## config.mk

```make
export PLATFORM = sky130hd
export DESIGN_NAME = artt_timer_two
export DESIGN_NICKNAME = d
export VERILOG_FILES = /design/src/artt_pkg.sv /design/src/artt_timer_two.sv
export VERILOG_INCLUDE_DIRS = /design/src
export SDC_FILE = /design/constraint.sdc
export NUM_CORES = 1
export LEC_CHECK = 0
export BUFFER_PORTS_ARGS = -buffer_cell sky130_fd_sc_hd__buf_2
export CAP_MARGIN = 20
export CELL_PAD_IN_SITES_DETAIL_PLACEMENT = 1
export CELL_PAD_IN_SITES_GLOBAL_PLACEMENT = 1
export CORE_AREA = 2 2 121 123
export DETAILED_ROUTE_END_ITERATION = 12
export DIE_AREA = 0 0 123 125
export PLACE_DENSITY_LB_ADDON = 0.1
export SLEW_MARGIN = 20
export SYNTH_ARGS = -nofsm -noshare
export SYNTH_HDL_FRONTEND = slang
export SYNTH_SLANG_ARGS = --single-unit
```

## constraint.sdc

```tcl
create_clock -name sys_clk -period 2.1 [get_ports sys_clk]
set_clock_uncertainty 0.05 [all_clocks]
set_input_delay 0.525 -clock sys_clk [delete_from_list [all_inputs] [get_ports sys_clk]]
set_output_delay 0.525 -clock sys_clk [all_outputs]
set_load 0.02 [all_outputs]
```

## src/artt_defs.svh

```systemverilog
`ifndef ARTT_DEFS_SVH
`define ARTT_DEFS_SVH
// ----------------------------------------
// bus geometry
// ----------------------------------------
`define ARTT_ADDR_W 8
`define ARTT_DATA_W 32
`define ARTT_RESP_OKAY 2'h0
`define ARTT_RESP_SLVERR 2'h2
// ----------------------------------------
// register byte offsets
// ----------------------------------------
`define ARTT_OFS_CTRL 8'h00
`define ARTT_OFS_CFG0 8'h04
`define ARTT_OFS_CFG1 8'h08
`define ARTT_OFS_STAT 8'h0c
// ----------------------------------------
// control and status register fields
// ----------------------------------------
`define ARTT_CTRL_STATE 8
`define ARTT_CTRL_START 9
`define ARTT_CTRL_STOP 10
`define ARTT_CTRL_REP 12
`define ARTT_CTRL_MODE 13
`define ARTT_STAT_EXP 0
// ----------------------------------------
// config field positions, reset values
// ----------------------------------------
`define ARTT_CYC_VAL_HI 13
`define ARTT_CYC_VAL_LO 8
`define ARTT_CYC_MSK_HI 5
`define ARTT_CYC_MSK_LO 0
`define ARTT_MT_OFS_HI 13
`define ARTT_CFG_RST 16'h0000
`endif

```

## src/artt_pkg.sv

```systemverilog
package artt_pkg;
`include "artt_defs.svh"
   typedef struct packed {
      logic awvalid;
      logic [`ARTT_ADDR_W-1:0] awaddr;
      logic wvalid;
      logic [`ARTT_DATA_W-1:0] wdata;
      logic [3:0] wstrb;
      logic bready;
      logic arvalid;
      logic [`ARTT_ADDR_W-1:0] araddr;
      logic rready;
   } artt_axi_req_type;
   typedef struct packed {
      logic awready;
      logic wready;
      logic bvalid;
      logic [1:0] bresp;
      logic arready;
      logic rvalid;
      logic [`ARTT_DATA_W-1:0] rdata;
      logic [1:0] rresp;
   } artt_axi_rsp_type;
   typedef struct packed {
      logic [5:0] cycle;
      logic [13:0] macrotick;
      logic mt_tick;
      logic poc_normal;
   } artt_timebase_type;
   typedef enum logic {ARTT_MODE_ABS, ARTT_MODE_REL} artt_mode_type;
endpackage : artt_pkg

```

## src/artt_timer_two.sv

```systemverilog
// Decided for this implementation: the register addresses and the AXI4-Lite interface to the registers.
`timescale 1ns/1ns
`include "artt_defs.svh"
// Functional notes
// mode bit picks absolute or relative layouts
// absolute: word0 bits 13-8 cycle value
// absolute: word0 bits 5-0 cycle mask
// absolute: word1 bits 13-0 macrotick offset
// relative: word0 is count bits 31:16
// relative: word1 is count bits 15:0
// absolute: config writes act immediately
// relative: config writes apply after expiry
// start/stop trigger bits 9/10, zero ignored
// bit 8 reads idle 0, running 1
// bit 12 selects one-shot or repeat
// leaving normal operation stops timer at once
// expiry on cycle/offset match or count
// expiry sets flag; one-shot returns idle
module artt_timer_two (
   // clock and reset
   input wire logic sys_clk,
   input wire logic rst_b,
   // register bus
   input wire artt_pkg::artt_axi_req_type axi_req,
   output wire artt_pkg::artt_axi_rsp_type axi_rsp,
   // protocol engine timebase
   input wire artt_pkg::artt_timebase_type tbase,
   // timer status
   output wire logic t2_running,
   output logic t2_expired
);
   import artt_pkg::*;

   typedef enum logic {ST_IDLE, ST_RUN} artt_state_type;

   // ----------------------------------------
   // registers
   // ----------------------------------------
   artt_state_type state_r, state_nxt;
   artt_mode_type second_timer_mode_select;
   logic second_timer_repeat_mode;
   logic [15:0] timer_two_config_word0;
   logic [15:0] timer_two_config_word1;
   logic [31:0] cnt_r, cnt_nxt;
   logic expire_nxt;
   logic exp_flag_r;
   logic bvalid_r, rvalid_r;
   logic [1:0] bresp_r, rresp_r;
   logic [31:0] rdata_r;

   // ----------------------------------------
   // write decode
   // ----------------------------------------
   wire logic wr_go = axi_req.awvalid & axi_req.wvalid & ~bvalid_r;
   wire logic wr_ctrl = wr_go & (axi_req.awaddr == `ARTT_OFS_CTRL);
   wire logic wr_cfg0 = wr_go & (axi_req.awaddr == `ARTT_OFS_CFG0);
   wire logic wr_cfg1 = wr_go & (axi_req.awaddr == `ARTT_OFS_CFG1);
   wire logic wr_stat = wr_go & (axi_req.awaddr == `ARTT_OFS_STAT);
   wire logic wr_hit = wr_ctrl | wr_cfg0 | wr_cfg1 | wr_stat;
   wire logic [15:0] wmask = {{8{axi_req.wstrb[1]}}, {8{axi_req.wstrb[0]}}};
   wire logic [15:0] wdat = axi_req.wdata[15:0];
   // only a one in a trigger bit acts, a zero is ignored
   wire logic start_trig = wr_ctrl & axi_req.wstrb[1] & wdat[`ARTT_CTRL_START];
   wire logic stop_trig = wr_ctrl & axi_req.wstrb[1] & wdat[`ARTT_CTRL_STOP];
   wire logic flag_clr = wr_stat & axi_req.wstrb[0] & wdat[`ARTT_STAT_EXP];

   // ----------------------------------------
   // config field views
   // ----------------------------------------
   wire logic [5:0] second_timer_cycle_value =
      timer_two_config_word0[`ARTT_CYC_VAL_HI:`ARTT_CYC_VAL_LO];
   wire logic [5:0] second_timer_cycle_mask =
      timer_two_config_word0[`ARTT_CYC_MSK_HI:`ARTT_CYC_MSK_LO];
   wire logic [13:0] second_timer_macrotick_offset =
      timer_two_config_word1[`ARTT_MT_OFS_HI:0];
   wire logic [31:0] second_timer_macrotick_count =
      {timer_two_config_word0, timer_two_config_word1}; // see
   // live register fields feed the compare, so a write retargets the next match
   wire logic abs_match = tbase.mt_tick
      & ((tbase.cycle & second_timer_cycle_mask) == (second_timer_cycle_value & second_timer_cycle_mask))
      & (tbase.macrotick == second_timer_macrotick_offset); // see
   wire logic rel_last = tbase.mt_tick & (cnt_r <= 32'h0000_0001);
   wire logic is_abs = (second_timer_mode_select == ARTT_MODE_ABS);

   // ----------------------------------------
   // timer state machine
   // ----------------------------------------
   always_comb begin
      state_nxt = state_r;
      cnt_nxt = cnt_r;
      expire_nxt = 1'b0;
      if (!tbase.poc_normal) begin
         state_nxt = ST_IDLE;
      end else begin
         case (state_r)
            ST_IDLE: begin
               if (start_trig && !stop_trig) begin
                  state_nxt = ST_RUN;
                  cnt_nxt = second_timer_macrotick_count;
               end
            end
            ST_RUN: begin
               if (stop_trig) begin
                  state_nxt = ST_IDLE;
               end else if (start_trig) begin
                  cnt_nxt = second_timer_macrotick_count;
               end else if (is_abs) begin
                  if (abs_match) begin
                     expire_nxt = 1'b1;
                     if (!second_timer_repeat_mode) begin
                        state_nxt = ST_IDLE; // see
                     end
                  end
               end else if (rel_last) begin
                  expire_nxt = 1'b1;
                  // the period in flight kept its own copy; new words load here or on a start trigger
                  cnt_nxt = second_timer_macrotick_count;
                  if (!second_timer_repeat_mode) begin
                     state_nxt = ST_IDLE; // see
                  end
               end else if (tbase.mt_tick) begin
                  cnt_nxt = cnt_r - 32'h0000_0001;
               end
            end
            default: begin
               state_nxt = ST_IDLE;
            end
         endcase
      end
   end

   always_ff @(posedge sys_clk or negedge rst_b) begin
      if (!rst_b) begin
         state_r <= ST_IDLE;
         cnt_r <= 32'h0000_0000;
         t2_expired <= 1'b0;
      end else begin
         state_r <= state_nxt;
         cnt_r <= cnt_nxt;
         t2_expired <= expire_nxt;
      end
   end

   assign t2_running = (state_r == ST_RUN);

   // ----------------------------------------
   // software registers
   // ----------------------------------------
   always_ff @(posedge sys_clk or negedge rst_b) begin
      if (!rst_b) begin
         second_timer_mode_select <= ARTT_MODE_ABS;
         second_timer_repeat_mode <= 1'b0;
         timer_two_config_word0 <= `ARTT_CFG_RST;
         timer_two_config_word1 <= `ARTT_CFG_RST;
      end else begin
         if (wr_ctrl && axi_req.wstrb[1]) begin
            second_timer_mode_select <= artt_mode_type'(wdat[`ARTT_CTRL_MODE]);
            second_timer_repeat_mode <= wdat[`ARTT_CTRL_REP];
         end
         if (wr_cfg0) begin
            timer_two_config_word0 <= (wdat & wmask) | (timer_two_config_word0 & ~wmask);
         end
         if (wr_cfg1) begin
            timer_two_config_word1 <= (wdat & wmask) | (timer_two_config_word1 & ~wmask);
         end
      end
   end

   // set wins over a clear arriving in the same cycle
   always_ff @(posedge sys_clk or negedge rst_b) begin
      if (!rst_b) begin
         exp_flag_r <= 1'b0;
      end else begin
         exp_flag_r <= expire_nxt | (exp_flag_r & ~flag_clr);
      end
   end

   // ----------------------------------------
   // bus slave
   // ----------------------------------------
   wire logic rd_go = axi_req.arvalid & ~rvalid_r;
   wire logic [15:0] ctrl_view = {2'h0, second_timer_mode_select, second_timer_repeat_mode,
      3'h0, t2_running, 8'h00};
   wire logic [15:0] rd_val = (axi_req.araddr == `ARTT_OFS_CTRL) ? ctrl_view :
      (axi_req.araddr == `ARTT_OFS_CFG0) ? timer_two_config_word0 :
      (axi_req.araddr == `ARTT_OFS_CFG1) ? timer_two_config_word1 :
      (axi_req.araddr == `ARTT_OFS_STAT) ? {15'h0000, exp_flag_r} : 16'h0000;
   wire logic rd_hit = (axi_req.araddr == `ARTT_OFS_CTRL) | (axi_req.araddr == `ARTT_OFS_CFG0)
      | (axi_req.araddr == `ARTT_OFS_CFG1) | (axi_req.araddr == `ARTT_OFS_STAT);

   always_ff @(posedge sys_clk or negedge rst_b) begin
      if (!rst_b) begin
         bvalid_r <= 1'b0;
         bresp_r <= `ARTT_RESP_OKAY;
      end else if (wr_go) begin
         bvalid_r <= 1'b1;
         bresp_r <= wr_hit ? `ARTT_RESP_OKAY : `ARTT_RESP_SLVERR;
      end else if (axi_req.bready) begin
         bvalid_r <= 1'b0;
      end
   end

   always_ff @(posedge sys_clk or negedge rst_b) begin
      if (!rst_b) begin
         rvalid_r <= 1'b0;
         rdata_r <= 32'h0000_0000;
         rresp_r <= `ARTT_RESP_OKAY;
      end else if (rd_go) begin
         rvalid_r <= 1'b1;
         rdata_r <= {16'h0000, rd_val};
         rresp_r <= rd_hit ? `ARTT_RESP_OKAY : `ARTT_RESP_SLVERR;
      end else if (axi_req.rready) begin
         rvalid_r <= 1'b0;
      end
   end

   assign axi_rsp.awready = wr_go;
   assign axi_rsp.wready = wr_go;
   assign axi_rsp.bvalid = bvalid_r;
   assign axi_rsp.bresp = bresp_r;
   assign axi_rsp.arready = rd_go;
   assign axi_rsp.rvalid = rvalid_r;
   assign axi_rsp.rdata = rdata_r;
   assign axi_rsp.rresp = rresp_r;
endmodule : artt_timer_two

```

## Word level (Yosys, flattened, before mapping)

Index checks and enable logic that the tools add are counted.

| word-level totals | value |
|---|---|
| bits in registers | 91 |
| logic and storage cells | 103 |
| input bits | 81 |
| output and inout port bits | 43 |

| cells by class | value |
|---|---|
| bitwise logic cells | 35 |
| reduce and logical (&&, ||, !) cells | 8 |
| $lt $le $gt $ge | 1 |
| muxes and demuxes | 33 |
| add/sub/neg operators | 1 |
| equal/unequal tests | 12 |

Operators with widths:

| operator | number |
|---|---|
| 32-bit 2-to-1 mux | 6 |
| 32-bit case mux with 2 select lines | 1 |
| 16-bit AND | 3 |
| 16-bit 2-to-1 mux | 3 |
| 8-bit by 4-bit equality test with 1-bit output (second input constant) | 4 |
| 32-bit by 1-bit less-or-equal comparator with 1-bit output (second input constant) | 1 |
| 16-bit bitwise OR | 2 |
| 32-bit by 1-bit subtractor with 32-bit output (second input constant) | 1 |
| 1-bit 2-to-1 mux | 20 |
| 1-bit AND | 16 |
| 8-bit by 3-bit equality test with 1-bit output (second input constant) | 2 |
| 8-bit logical NOT | 2 |
| 16-bit NOT | 1 |
| 14-bit equality test | 1 |
| 6-bit AND | 2 |
| 1-bit bitwise OR | 7 |
| 6-bit equality test | 1 |
| 5-bit AND reduction | 1 |
| 2-bit 2-to-1 mux | 2 |
| 2-bit != test (second input constant) | 2 |
| 4-bit by 2-bit != test with 1-bit output (second input constant) | 1 |
| 1-bit NOT | 4 |
| 2-bit nonzero test | 2 |
| 3-bit by 1-bit != test with 1-bit output (second input constant) | 1 |
| other kinds (3) | 4 |

## Depth between registers and ports, before layout

| logic depth | value |
|---|---|
| depth in word-level cells | 11 |
| depth in mapped cells | 10 |
| depth with buffers taken out | 8 |

## Worst setup path after synthesis

No wires, ideal clock.

| timing | value |
|---|---|
| kind | input port to flip-flop |
| from | input axi_req[49] (netlist bit) |
| to | register (tool-made name) |
| slack | -134 ps |
| arrival time | 2059 ps |
| library setup time | 125 ps |
| stages | 6 |
| required time | 1925 ps |
| buffers on the path | 0 |
| cells stage by stage | nor4_1 nand2_1 nor3_1 nand3_1 nor2_2 mux2_2 |

RTL lines:

| what | line | text |
|---|---|---|
| from (decl) | artt_timer_two.sv:24 | `input wire artt_pkg::artt_axi_req_type axi_req,` |

## Final worst setup path

| timing | value |
|---|---|
| from | register cnt_r[13] |
| to | register cnt_r[0] |

| on the way | value |
|---|---|
| cells in the longest elaborated chain, start to end | 7 |
| elaborated cells on any way between the ends | 9 |
| classes of those cells | order compare (1); eq/ne (1); mux (5); bitwise (1); reduce/logical (1) |

Ends and longest elaborated chain:

| what | line | text |
|---|---|---|
| from (decl) | artt_timer_two.sv:44 | `logic [31:0] cnt_r, cnt_nxt;` |
| from (signal assigned) | artt_timer_two.sv:139 | `cnt_r <= cnt_nxt;` |
| 32-bit by 1-bit less-or-equal comparator with 1-bit output (*) | artt_timer_two.sv:82 | `wire logic rel_last = tbase.mt_tick & (cnt_r <= 32'h0000_0001);` |
| 1-bit AND (*) | artt_timer_two.sv:82 |  |
| 32-bit 2-to-1 mux | artt_timer_two.sv:114 | `end else if (rel_last) begin` |
| 32-bit 2-to-1 mux | artt_timer_two.sv:107 | `end else if (is_abs) begin` |
| 32-bit 2-to-1 mux | artt_timer_two.sv:105 | `end else if (start_trig) begin` |
| 32-bit 2-to-1 mux | artt_timer_two.sv:103 | `if (stop_trig) begin` |
| 32-bit case mux with 2 select lines | artt_timer_two.sv:95 | `case (state_r)` |

Every way passes the cells marked *; elsewhere a longest branch is shown, timed or not. The select of a mux whose other input is x is not followed.
A chain may end at the register's enable or synchronous reset.

==> metrics.yaml <==
ir_drop_mv: 0.3168
power.leakage_uw: 0.003525
drt_iter0_drc: 282
antenna_found_initial: 0
numCtsBuffers: 9
grt_util_all_layers: 0.2641
status: "complete, but fails checks"
ant_nets: 0
fmax_ghz: 0.4420
grt_start_max_net_pins: 35
hold_ws_ns: 0.05292
globalplace.congestion: 0.8508
firstDrtPassIters: 4
grt_pass1_wl_um: 30550
synth_edf_count: 0
ys_warn_count: 0
fp.dieW_um: 123
failed_checks: "setup timing"
h-tree-depth: 3
die_area_sq_um: 15380
synth-seq-area-share: 0.4383
cp-startpoint: "cnt_r[13]"
stdcell_count: 912
rsz0062_at_grt: "yes"
grt_pass1_vias: 5463
dp_cells: 877
avgSynthCellArea_sq_um: 9.771
min_path_type: "in -> async"
required_ns: 2.32
crit_type: "reg -> reg"
finalCritPeriodShare: 1.077
vias_per_cell: 5.568
endpoint_kind: "register"
powerDensity_nw_per_um2: 480.9
diodes: 0
cts_root_buf: "clkbuf_16"
clkTransAtPathRegs_ns: 0.07
slew_headroom: 0.5972
start_util: 0.3577
final_net_count: 806
areaGrowthSynthToFinish_pct: 50.97
synth_seq_cells: 89
min_period_ns: 2.263
r2r-start: "cnt_r[13]"
dpl_worst_slack_ns: -0.2523
async_reset_ff_frac: 1.000
die_h_um: 125
drive_above_1_share: 0.5096
boundaryPins: 124
syn-cell-area_sq_um: 5081
wl_um: 19930
clockBufferDepth: 2
cts_sinks: 89
start_kind: "register"
ys_dominant_reg_cell: "dfrtp_1"
overflow: 0
place.port_buffers: 87
cts_tree: "yes"
yosysUniqueCellTypes: 65
core_area_sq_um: 14200
dpl.hpwl_um: 14460
max-cap-violations: 0
hold_violations: 0
worstPathMaxFanout: 4
vias: 5078
finalSetupViolCount: 32
syn_inst: 520
layout_setup_ws_ns: -0.1625
slew_viol_final: 0
fp-row-count: 44
tightest_slew_ns: 0.5987
drc: 0
clkLatencyLatePin_ns: 0.36
cp.arrival_ns: 2.48
wl_per_cell_um: 21.85
-- per-layer routing --
layer | share of wire | GRT usage | vias to the layer above | wire [um]
met1 | 0.42 | 0.3527 | 2569 | 8451
met2 | 0.49 | 0.4277 | 144 | 9685
li1 | - | - | 2324 | -
met4 | 0.038 | 0.1156 | 0 | 760
met5 | 0 | 0 | - | 0
met3 | 0.052 | 0.03330 | 41 | 1027
-- critical path, stage by stage (launching register included) --
cell and delay (ns):
dfrtp_1 0.39, or4_4 0.57, nor2_4 0.18, buf_12 0.13
nand4_4 0.17, buf_6 0.20, a21oi_4 0.22, buf_6 0.15
nand2_2 0.04, o211ai_1 0.08
-- report_power, final --
group | internal (uW) | switching [uW] | total (uW) | leakage [uW]
Clock | 848 | 752 | 1600 | 0.000140
Combinational | 129 | 208 | 337 | 0.00220
Sequential | 1730 | 18.8 | 1750 | 0.00118
Total | 2710 | 979 | 3690 | 0.00352
-- per-stage QoR --
step / utilization / TNS (ns) / total power (uW) / cell area (sq um)
floorplan: - / -0.03529 / 1945 / 5175
global placement: 0.4634 / -7.484 / 2105 / 6583
detailed placement: 0.4634 / -10.41 / 2114 / 6583
CTS: 0.5262 / -3.192 / 3719 / 7473
global route: 0.5401 / -6.272 / 3816 / 7671
finish: 0.5401 / -3.672 / 3689 / 7671
-- synth_stat cells (13+ instances only) --
| cell | count | area, sq um |
|---|---|---|
| a22oi_1 | 21 | 157.7 |
| nor2_1 | 26 | 97.59 |
| inv_1 | 13 | 48.80 |
| mux2_2 | 34 | 382.9 |
| a21oi_1 | 19 | 95.09 |
| buf_4 | 24 | 180.2 |
| nor4_1 | 18 | 112.6 |
| nor3_1 | 18 | 90.09 |
| o21ai_1 | 14 | 70.07 |
| o21ai_0 | 28 | 140.1 |
| nand2_1 | 40 | 150.1 |
| nand4_1 | 13 | 81.33 |
| nand3_1 | 15 | 75.07 |
| dfrtp_1 | 89 | 2227 |
| xor2_1 | 20 | 175.2 |
| clkbuf_1 | 13 | 48.80 |
-- path summary, 6_finish.rpt --
check / end / slack (ns) / depth (start not counted)
min in group sys_clk: rvalid_r / 0.31 / 2
hold reg to reg: rdata_r[15] / 0.43 / 2
max in group asynchronous: cnt_r[27] / 1.39 / 2
setup / recovery: cnt_r[0] / -0.16 / 9
hold / removal: rdata_r[4] / 0.05 / 1
setup reg to reg: cnt_r[0] / -0.16 / 9
-- cell families after synthesis --
kind of cell               share of synthesized area
xor gates and xnor gates                     0.03447
AOI/OAI and AO/OA                             0.1830
adders and majority gates                   0.004924
other                                      0.0007380
muxes                                        0.08323
DFF                                           0.4383
and+or+nand+nor                               0.1889
buffers and inverters                        0.06649
-- final cells by class --
cell class / count / area, sq um
Fill cell: 1617 / 6533
Multi-Input combinational cell: 388 / 3153
Sequential cell: 89 / 2227
Timing Repair Buffer: 222 / 1725
Clock buffer: 10 / 239.0
Tap cell: 184 / 230.2
Inverter: 13 / 48.80
Clock inverter: 6 / 47.55
-- layout by cell type (no fill, tap or decap), types with 4 or more instances in the layout --
cell       Yosys  layout
buf_4         24     101
o21ai_0       28      22
a22oi_1       21      19
a21oi_1       19       4
o21a_1         5       5
buf_12         0      14
o21ai_1       14       6
a21oi_4        0       7
a32oi_1        4       4
nor4_1        18      11
or4_4          1       6
nor4_2         0       6
a21oi_2        1       9
clkbuf_16      0       9
nor2_4         1       4
nand3_1       15      12
nand2_1       40      36
o21ai_2        0      12
xor2_1        20      20
nor2_1        26      24
inv_1         13      13
mux2_2        34      34
nand4_1       13      13
o22a_1         7       7
buf_2          6      86
a2bb2oi_2      0       4
buf_6          2      19
nor3_1        18      12
conb_1         1      18
nor3_2         1       6
dfrtp_1       89      89
-- repair_timing --
action	4_1_cts	5_1_grt
setup endpoints to repair	43	51
pin swaps	47	27
buffers inserted	16	5
hold buffers	0	0
gates cloned	4	0
resized for setup	90	45
(Power assumes the default switching activity.)
